**src/shared/rfb_pkg.sv**
```systemverilog
`default_nettype none
package rfb_pkg;
    localparam int          FIFO_DEPTH     = 12;
    localparam int          PTR_W          = 4;
    localparam logic [3:0]  PTR_LAST       = 4'hB;
    localparam logic [3:0]  LEVEL_FULL     = 4'hC;
    localparam int          CMD_BIT        = 7;
    localparam int          READ_BIT       = 6;
    localparam int          CONT_BIT       = 5;
    localparam int          ADDR_MSB       = 4;
    localparam int          LO_NIB_MSB     = 7;
    localparam int          LO_NIB_LSB     = 4;
    localparam logic [4:0]  CMD_FIFO_RESET = 5'h0F;
    localparam logic [4:0]  CMD_TX_PLAIN   = 5'h10;
    localparam logic [4:0]  CMD_TX_CRC     = 5'h11;
    localparam logic [4:0]  ADDR_TX_LEN_HI = 5'h1D;
    localparam logic [4:0]  ADDR_TX_LEN_LO = 5'h1E;
    localparam logic [4:0]  ADDR_FIFO      = 5'h1F;
    localparam logic [7:0]  TX_LEN_HI_RST  = 8'h00;
    localparam logic [7:0]  TX_LEN_LO_RST  = 8'h00;

    typedef enum logic [1:0] {
        RFB_RX_PAYLOAD = 2'b00,
        RFB_RX_SOF     = 2'b01,
        RFB_RX_EOF     = 2'b10,
        RFB_RX_CRC     = 2'b11
    } rfb_rx_kind_t;

    typedef struct packed {
        rfb_rx_kind_t kind;
        logic [7:0]   data;
    } rfb_rx_sym_t;

    typedef struct packed {
        logic       start;
        logic       stop;
        logic       wr;
        logic       rd;
        logic [7:0] data;
    } rfb_host_in_t;

    typedef enum logic [1:0] {
        RFB_HS_IDLE = 2'b00,
        RFB_HS_CMD  = 2'b01,
        RFB_HS_DATA = 2'b10
    } rfb_hstate_t;
endpackage
`default_nettype wire

```
**src/hdl/rfb_fifo.sv**
```systemverilog
`default_nettype none
// How it works
// One twelve-byte FIFO serves transmit and receive.
// Receive keeps payload, drops SOF, EOF, checksum.
// Host opens with start, then reset command.
// Command 0x90 plain, 0x91 appends checksum.
// Host writes continuously from length register.
// Length: high byte, then low nibble byte.
// Payload follows lengths, then stop condition.
// Transmission starts on first payload byte.
// Only continuous writes load the FIFO.
// Host reads FIFO only after tag reply; the code awaits no reply and blocks reads only while tx_busy or the FIFO is empty.
// Address bit7 direct command, bit5 continuous.
module rfb_fifo (
    input  wire logic                  clk,
    input  wire logic                  arst_n,
    input  wire rfb_pkg::rfb_host_in_t host,
    output logic [7:0]                 host_rd_data,
    output logic                       host_rd_valid,
    input  wire logic                  rx_valid,
    input  wire rfb_pkg::rfb_rx_sym_t  rx_sym,
    input  wire logic                  tx_ready,
    output logic                       tx_valid,
    output logic [7:0]                 tx_data,
    output logic                       tx_start,
    output logic                       tx_crc,
    output logic                       tx_busy,
    output logic [11:0]                tx_byte_count,
    output logic [3:0]                 fifo_level,
    output logic                       fifo_full,
    output logic                       fifo_empty
);
    function automatic logic [3:0] ptr_inc(input logic [3:0] p);
        ptr_inc = (p == rfb_pkg::PTR_LAST) ? 4'h0 : p + 4'h1;
    endfunction

    rfb_pkg::rfb_hstate_t state_reg, state_next;
    logic [4:0]  addr_reg, addr_next;
    logic        cont_reg, cont_next;
    logic        rdm_reg, rdm_next;
    logic [7:0]  len_hi_reg, len_hi_next;
    logic [7:0]  len_lo_reg, len_lo_next;
    logic        crc_reg, crc_next;
    logic        armed_reg, armed_next;
    logic        start_reg, start_next;
    logic        busy_reg, busy_next;
    logic [11:0] sent_reg, sent_next;
    logic [7:0]  rdat_reg, rdat_next;
    logic        rval_reg, rval_next;
    logic [7:0]  mem_reg [rfb_pkg::FIFO_DEPTH];
    logic [7:0]  mem_next [rfb_pkg::FIFO_DEPTH];
    logic [3:0]  wp_reg, wp_next, rp_reg, rp_next, lvl_reg, lvl_next;

    logic       in_cmd, in_data, is_direct, fifo_clr, host_push, rx_push, push;
    logic       tx_pop, host_pop, pop;
    logic [4:0] code;
    logic [7:0] push_byte;

    assign in_cmd    = (state_reg == rfb_pkg::RFB_HS_CMD) && host.wr;
    assign in_data   = (state_reg == rfb_pkg::RFB_HS_DATA) && host.wr && !rdm_reg;
    assign is_direct = host.data[rfb_pkg::CMD_BIT];
    assign code      = host.data[rfb_pkg::ADDR_MSB:0];
    assign fifo_clr  = in_cmd && is_direct && code == rfb_pkg::CMD_FIFO_RESET;
    // Host payload only enters through a continuous write aimed at the FIFO location.
    assign host_push = in_data && cont_reg && addr_reg == rfb_pkg::ADDR_FIFO
                       && !fifo_full;
    assign rx_push   = rx_valid && rx_sym.kind == rfb_pkg::RFB_RX_PAYLOAD
                       && !fifo_full && !host_push;
    assign push      = host_push || rx_push;
    assign push_byte = host_push ? host.data : rx_sym.data;
    assign tx_valid  = busy_reg && !fifo_empty;
    assign tx_pop    = tx_valid && tx_ready;
    // The transmitter owns the read side while busy; a host read then returns zero.
    assign host_pop  = (state_reg == rfb_pkg::RFB_HS_DATA) && host.rd && rdm_reg
                       && addr_reg == rfb_pkg::ADDR_FIFO && !busy_reg && !fifo_empty;
    assign pop       = tx_pop || host_pop;

    always_comb begin
        state_next = state_reg;
        addr_next  = addr_reg;
        cont_next  = cont_reg;
        rdm_next   = rdm_reg;
        len_hi_next = len_hi_reg;
        len_lo_next = len_lo_reg;
        crc_next   = crc_reg;
        armed_next = armed_reg;
        rdat_next  = rdat_reg;
        rval_next  = 1'b0;
        if (host.start) begin
            state_next = rfb_pkg::RFB_HS_CMD;
        end else if (host.stop) begin
            state_next = rfb_pkg::RFB_HS_IDLE;
        end else if (in_cmd) begin
            if (is_direct) begin
                if (code == rfb_pkg::CMD_TX_PLAIN || code == rfb_pkg::CMD_TX_CRC) begin
                    crc_next   = (code == rfb_pkg::CMD_TX_CRC);
                    armed_next = 1'b1;
                end
            end else begin
                addr_next  = code;
                cont_next  = host.data[rfb_pkg::CONT_BIT];
                rdm_next   = host.data[rfb_pkg::READ_BIT];
                state_next = rfb_pkg::RFB_HS_DATA;
            end
        end else if (in_data) begin
            if (addr_reg == rfb_pkg::ADDR_TX_LEN_HI) begin
                len_hi_next = host.data;
            end
            if (addr_reg == rfb_pkg::ADDR_TX_LEN_LO) begin
                len_lo_next = host.data;
            end
            if (cont_reg && addr_reg != rfb_pkg::ADDR_FIFO) begin
                addr_next = addr_reg + 5'h01;
            end
        end else if ((state_reg == rfb_pkg::RFB_HS_DATA) && host.rd && rdm_reg) begin
            rval_next = 1'b1;
            unique case (addr_reg)
                rfb_pkg::ADDR_TX_LEN_HI: rdat_next = len_hi_reg;
                rfb_pkg::ADDR_TX_LEN_LO: rdat_next = len_lo_reg;
                rfb_pkg::ADDR_FIFO:      rdat_next = host_pop ? mem_reg[rp_reg] : 8'h00;
                default:                 rdat_next = 8'h00;
            endcase
            if (cont_reg && addr_reg != rfb_pkg::ADDR_FIFO) begin
                addr_next = addr_reg + 5'h01;
            end
        end
        if (fifo_clr) begin
            armed_next = 1'b0;
        end
        if (host_push && armed_reg) begin
            armed_next = 1'b0;
        end
    end

    always_comb begin
        start_next = host_push && armed_reg;
        busy_next  = busy_reg;
        sent_next  = sent_reg;
        if (start_reg) begin
            busy_next = 1'b1;
            sent_next = 12'h000;
        end else if (tx_pop) begin
            sent_next = sent_reg + 12'h001;
            if (sent_reg + 12'h001 >= tx_byte_count) begin
                busy_next = 1'b0;
            end
        end
        if (fifo_clr) begin
            busy_next = 1'b0;
        end
    end

    always_comb begin
        for (int i = 0; i < rfb_pkg::FIFO_DEPTH; i++) begin
            mem_next[i] = mem_reg[i];
        end
        wp_next  = wp_reg;
        rp_next  = rp_reg;
        lvl_next = lvl_reg;
        if (fifo_clr) begin
            wp_next  = 4'h0;
            rp_next  = 4'h0;
            lvl_next = 4'h0;
        end else begin
            if (push) begin
                mem_next[wp_reg] = push_byte;
                wp_next = ptr_inc(wp_reg);
            end
            if (pop) begin
                rp_next = ptr_inc(rp_reg);
            end
            lvl_next = lvl_reg + {3'h0, push} - {3'h0, pop};
        end
    end

    always_ff @(posedge clk or negedge arst_n) begin
        if (!arst_n) begin
            state_reg  <= rfb_pkg::RFB_HS_IDLE;
            addr_reg   <= 5'h00;
            cont_reg   <= 1'b0;
            rdm_reg    <= 1'b0;
            len_hi_reg <= rfb_pkg::TX_LEN_HI_RST;
            len_lo_reg <= rfb_pkg::TX_LEN_LO_RST;
            crc_reg    <= 1'b0;
            armed_reg  <= 1'b0;
            start_reg  <= 1'b0;
            busy_reg   <= 1'b0;
            sent_reg   <= 12'h000;
            rdat_reg   <= 8'h00;
            rval_reg   <= 1'b0;
            wp_reg     <= 4'h0;
            rp_reg     <= 4'h0;
            lvl_reg    <= 4'h0;
            for (int i = 0; i < rfb_pkg::FIFO_DEPTH; i++) begin
                mem_reg[i] <= 8'h00;
            end
        end else begin
            state_reg  <= state_next;
            addr_reg   <= addr_next;
            cont_reg   <= cont_next;
            rdm_reg    <= rdm_next;
            len_hi_reg <= len_hi_next;
            len_lo_reg <= len_lo_next;
            crc_reg    <= crc_next;
            armed_reg  <= armed_next;
            start_reg  <= start_next;
            busy_reg   <= busy_next;
            sent_reg   <= sent_next;
            rdat_reg   <= rdat_next;
            rval_reg   <= rval_next;
            wp_reg     <= wp_next;
            rp_reg     <= rp_next;
            lvl_reg    <= lvl_next;
            for (int i = 0; i < rfb_pkg::FIFO_DEPTH; i++) begin
                mem_reg[i] <= mem_next[i];
            end
        end
    end

    assign host_rd_data  = rdat_reg;
    assign host_rd_valid = rval_reg;
    assign tx_data       = mem_reg[rp_reg];
    assign tx_start      = start_reg;
    assign tx_crc        = crc_reg;
    assign tx_busy       = busy_reg;
    assign tx_byte_count = {len_hi_reg, len_lo_reg[rfb_pkg::LO_NIB_MSB:rfb_pkg::LO_NIB_LSB]};
    assign fifo_level    = lvl_reg;
    assign fifo_full     = (lvl_reg == rfb_pkg::LEVEL_FULL);
    assign fifo_empty    = (lvl_reg == 4'h0);
endmodule
`default_nettype wire

```
**config.mk**
```make
export PLATFORM = sky130hd
export DESIGN_NAME = rfb_fifo
export DESIGN_NICKNAME = d
export VERILOG_FILES = /design/src/shared/rfb_pkg.sv /design/src/hdl/rfb_fifo.sv
export SDC_FILE = /design/constraint.sdc
export NUM_CORES = 1
export LEC_CHECK = 0
export BUFFER_PORTS_ARGS = -buffer_cell sky130_fd_sc_hd__buf_2
export CORE_MARGIN = 4
export CORE_UTILIZATION = 55
export DETAILED_ROUTE_END_ITERATION = 10
export GPL_ROUTABILITY_DRIVEN = 0
export PLACE_DENSITY = 0.74
export SYNTH_ARGS = -nofsm -noshare
export SYNTH_HDL_FRONTEND = slang
export SYNTH_SLANG_ARGS = --single-unit
```
**constraint.sdc**
```tcl
create_clock -name clk -period 4.3 [get_ports clk]
set_input_delay 0.645 -clock clk [delete_from_list [all_inputs] [get_ports clk]]
set_output_delay 0.645 -clock clk [all_outputs]
set_load 0.005 [all_outputs]
```
# ---- Word-level counts from Yosys, hierarchy flattened
# Cells that the tools add are included.
# Widths: inputs -> output; s select.
dict set report word_totals {
  regBits 158
}
dict set report op_classes {
  addsub 6
  n_lt_le_gt_ge 4
  n_eq_ne 16
  n_mux 43
  bitwise_logic 8
  reduce_logical 51
}
# cell count
set ops {}
lappend ops {{$bwmux 96} 1}
lappend ops {{$mux 8} 5}
lappend ops {{$bmux 8 s4} 1}
lappend ops {{$demux 8 s4} 1}
lappend ops {{$mux 4} 7}
lappend ops {{$eq 5x5->1 const B} 5}
lappend ops {{$mux 5} 5}
lappend ops {{$reduce_and 5->1} 5}
lappend ops {{$mux 12} 2}
lappend ops {{$pmux 8 s3} 1}
lappend ops {{$logic_and 1x1->1} 21}
lappend ops {{$reduce_bool 3->1} 7}
lappend ops {{$mux 1} 16}
lappend ops {{$add 12x1->12 const B} 1}
lappend ops {{$eq 4x4->1 const B} 3}
lappend ops {{$ge 12x12->1} 1}
lappend ops {{$ge 5x5->1 const B} 2}
lappend ops {{$not 4->5} 2}
lappend ops {{$ne 3x1->1 const B} 3}
lappend ops {{$add 4x1->4 const B} 2}
lappend ops {{$mux 2} 4}
lappend ops {{$reduce_and 4->1} 2}
lappend ops {{$not 1->1} 6}
lappend ops {{$reduce_and 2->1} 3}
lappend ops {{other kinds (14)} 22}

# ---- Longest topological paths before layout
dict set report logic_depth {
  word_depth 12
  depth_mapped 14
  ltp_nobuf 14
}

# ---- Worst setup path after synthesis
# OpenSTA, ideal clock, no wires.
dict set report synth_path {
  path_kind {reg-to-reg}
  from {register addr_reg[0]}
  to {register lvl_reg[2] (netlist: fifo_level[2])}
  t_arrival_ps 2748
  required_time_ps 4168
  setup_slack_ps 1420
  path_stages_with_launch 14
  n_path_buf 0
  path_cell_list {dfrtp_1 > ha_1 > and3_1 > ha_1 > nand2_1 > or3_4 > a21oi_1 > inv_1 > ha_1 > inv_1 > ha_1 > fa_1 > xnor2_1 > nor2_1}
}
dict set report synth_between {
  elab_chain_cells 9
  elab_cells_between_ends 13
}
# item line
set synth_rtl {}
lappend synth_rtl {{start: declaration} rfb_fifo.sv:38} ;# logic [4:0] addr_reg, addr_next;
lappend synth_rtl {{start signal: assignment} rfb_fifo.sv:199} ;# addr_reg <= addr_next;
lappend synth_rtl {{$eq 5x5->1 *} {rfb_fifo.sv:65, rfb_fifo.sv:75}}
lappend synth_rtl {{$logic_and 1x1->1} rfb_fifo.sv:65} ;# assign host_push = in_data && cont_reg && addr_reg == rfb_pkg::ADDR_FIFO
lappend synth_rtl {{$logic_and 1x1->1} rfb_fifo.sv:66} ;# && !fifo_full;
lappend synth_rtl {{$logic_not 1->1} rfb_fifo.sv:68} ;# && !fifo_full && !host_push;
lappend synth_rtl {{$logic_and 1x1->1} rfb_fifo.sv:68}
lappend synth_rtl {{$logic_or 1x1->1} rfb_fifo.sv:69} ;# assign push = host_push || rx_push;
lappend synth_rtl {{$add 4x1->4} rfb_fifo.sv:172} ;# lvl_next = lvl_reg + {3'h0, push} - {3'h0, pop};
lappend synth_rtl {{$sub 4x1->4 *} rfb_fifo.sv:172}
lappend synth_rtl {{$mux 4 *} rfb_fifo.sv:160} ;# if (fifo_clr) begin
lappend synth_rtl {{via lvl_next[2]} rfb_fifo.sv:52} ;# logic [3:0] wp_reg, wp_next, rp_reg, rp_next, lvl_reg, lvl_next;
lappend synth_rtl {{end signal: assignment} rfb_fifo.sv:213} ;# lvl_reg <= lvl_next;
lappend synth_rtl {{end: declaration} rfb_fifo.sv:52}
# The timed path passes the listed nets; every way through them passes the cells marked *.
# A chain may end at the register's enable or synchronous reset.

# ---- Final worst setup path
dict set report layout_path {
  from {register rp_reg[1]}
  to {output tx_data[1]}
}
dict set report layout_between {
  elab_chain_cells 4
}
# item line
set layout_rtl {}
lappend layout_rtl {{start: declaration} rfb_fifo.sv:52}
lappend layout_rtl {{start signal: assignment} rfb_fifo.sv:212} ;# rp_reg <= rp_next;
lappend layout_rtl {{$not 4->5 (implied by the code)} rfb_fifo.sv:222} ;# assign tx_data = mem_reg[rp_reg];
lappend layout_rtl {{$bmux 8 s4} rfb_fifo.sv:222}
lappend layout_rtl {{$mux 8 (implied by the code) (2 in series)} rfb_fifo.sv:222}
lappend layout_rtl {{end: declaration} rfb_fifo.sv:24} ;# output logic [7:0] tx_data,
# Every way passes these cells. The select of a mux whose other input is x is not followed.

==> flow_summary.ini <==
[timing]
period_needed_ns = 3.22
slew_headroom_pct = 31.7
rsz0062_at_grt = false
setup_ws_ns = 1.08
slew_violations = 0
tns_ns = 0
fmax_mhz = 311
post-route-period-util_pct = 74.9
setup_viol = 0
hold_viol = 0
skew_ns = 0.00932
worstMarginPinSlew_ns = 1.02

[synthesis]
synth_top_area_share_pct = 47.8
synth_largest_area_cell = dfrtp_1
ys_types = 62
syn_area_um2 = 8280
syn_avg_cell_area_um2 = 12.1
synth_edf_count = 0
ys_warn_count = 0
ys.flop_type = dfrtp_1
synth.ff_latch_count = 158
seq_area_frac_synth_pct = 47.8
ys_async_sr_fraction_pct = 100
synth_nets = 740
synth_area_leaders = dfrtp_1 48%, mux2_2 16%, mux4_2 6.5%
synthCells = 685

[drt]
dr_total_vias = 5626
firstDrtPassIters = 5
drtIter0Drc = 279
vias_per_cell = 5.99
drt-total-wl_um = 19100
ant_nets = 0
wire_per_inst_um = 20.3
drc_errors = 0

[cells_and_area]
antenna_cells = 0
mostFrequentLayoutCells = 158 x dfrtp_1, 118 x mux2_2, 77 x nand2_1
drive_gt1_share_pct = 35.2
area_growth_pct = 12.3
fin_nets = 798
final_cells = 940
final_area_um2 = 9300
largest_register_ffs = 96
final_common_cell = dfrtp_1

[critical_path]
r2r_cells = 13
path_class = flip-flop to primary output
cpMostUsedCell = nand2_1
cp.required_ns = 3.65
worstPathArrival_ns = 2.57
r2r-start = addr_reg[0]
crit_end = tx_data[1]
reg2reg_to = fifo_level[2]
crit_path_max_fanout = 21
slowest_delay_ns = 1.01
end_kind = primary output
ff2ff_setup_slack_ns = 1.08
cp_cell_sequence = buf_4 > mux4_2 > nand2_1 > nand2_1 > nor2_1 > a21oi_1 > buf_2
crit_start = rp_reg[1]
crit_path_top_delay_cell = dfrtp_1
crit_path_start_kind = flip-flop

[clocking]
insertion_delay_ns = 0.43
cts_resized = 0
postCtsHoldBufs = 0
root_buffer = clkbuf_16
htree_levels = 4
clockBufferDepth = 2
cts_sinks = 158
cts_tree = yes
cts.clk_slew.worst_paths_ns = 0.07
cts-buffers-inserted = 17
postCtsSetupBuffers = 0

[die]
die_height_um = 131
rows = 44
ios = 65
die_area_um2 = 17100
initial_core_util_pct = 56.5
coreArea_um2 = 14600
die_x_um = 131

[placed_design]
dp_hpwl_um = 13600
pre_cts_slack_ns = 1.05
port_buffers = 64
place_area_um2 = 8730
dp.cells = 908

[run_status]
status = complete, no violations

[global_route]
grt_max_degree = 106
grt_usage_pct = 24.3
grt_pass1_wl_um = 31600
grt_pass1_vias = 5972
antenna_found_initial = 0
grt_overflow = 0

[power_and_ir_drop]
clock_power_share_pct = 25.2
leakage_nw = 4.45
swShare_pct = 34.6
pwr-share-comb_pct = 34.4
vdd_drop_max_v = 0.000375
seqPwrFrac_pct = 40.4
powerDensity_nw_per_um2 = 611
switching_power_mw = 1.97
p_int_mw = 3.71

[flow_run]
maxCapViolations = 0

[min_path]
hp-class = primary input to async pin
==> critical path: cells and delay by family, from the launching register on <==
kind / cells / cell delay [ns]
simple gates: 3 / 0.29
buf+inv: 2 / 0.48
mux: 1 / 0.29
flops: 1 / 1.01
compound gates: 1 / 0.06
==> layout make-up <==
type                       count  area (um2)
multi-input combinational    466        4050
clock inverter                13         120
inverter                      30         113
clock buffer                  19         443
tap                          184         230
sequential                   158        3950
timing repair buffer          70         384
fill                        1128        5350
==> how the worst min path moves through the flow <==
| stage | start | end | cells after the start |
|---|---|---|---|
| 6_report | arst_n | sent_reg[11] | 1 |
| 5_1_grt | arst_n | sent_reg[2] | 1 |
| 4_1_cts | arst_n | sent_reg[3] | 1 |
| 3_5_place_dp | tx_crc | tx_crc | 2 |
| 3_3_place_gp | tx_crc | tx_crc | 2 |
| 2_1_floorplan | arst_n | addr_reg[0] | 0 |
==> power groups by stage <==
stage	combinational [mW]	sequential (mW)	clock (mW)
floorplan	1.51	2.14	0
global placement	1.88	2.27	0
detailed placement	1.96	2.31	0
CTS	1.97	2.29	1.46
global route	2.17	2.36	1.53
finish	1.96	2.29	1.43
==> metal layers <==
| metal | track usage, % | part of all wire (%) |
|---|---|---|
| met3 | 5.81 | 4.7 |
| met4 | 8.35 | 1.9 |
| met2 | 39.3 | 49 |
| met1 | 32.4 | 45 |
| met5 | 0 | 0 |
==> kinds of logic after synthesis <==
logic type | synth area share (%)
AND/OR/NAND/NOR | 12.8
flip-flops | 47.8
multiplexers | 23.1
AO/OA/AOI/OAI | 6.14
buffers and inverters | 3.29
adder cells (fa/ha/maj) | 4.47
XOR/XNOR | 2.43
==> synth_stat cells (8+ instances only) <==
| library cell | instances |
|---|---|
| xnor2_1 | 11 |
| a221o_1 | 8 |
| mux4_2 | 24 |
| clkbuf_1 | 15 |
| nand3_1 | 11 |
| inv_1 | 29 |
| nand2_1 | 77 |
| nor2_8 | 10 |
| o21ai_0 | 8 |
| xor2_1 | 12 |
| a21oi_1 | 30 |
| ha_1 | 28 |
| nor2_1 | 47 |
| mux2_2 | 118 |
| a22oi_1 | 8 |
| dfrtp_1 | 158 |
==> per-stage QoR <==
stage | power [mW] | util (%) | hold slack (ns)
CTS | 5.72 | 63.5 | 0.393
floorplan | 3.66 | - | 0.349
global placement | 4.15 | 59.6 | 0.460
detailed placement | 4.27 | 59.6 | 0.470
finish | 5.68 | 63.5 | 0.315
global route | 6.06 | 63.5 | 0.426
Power figures use the tool's default switching activity.
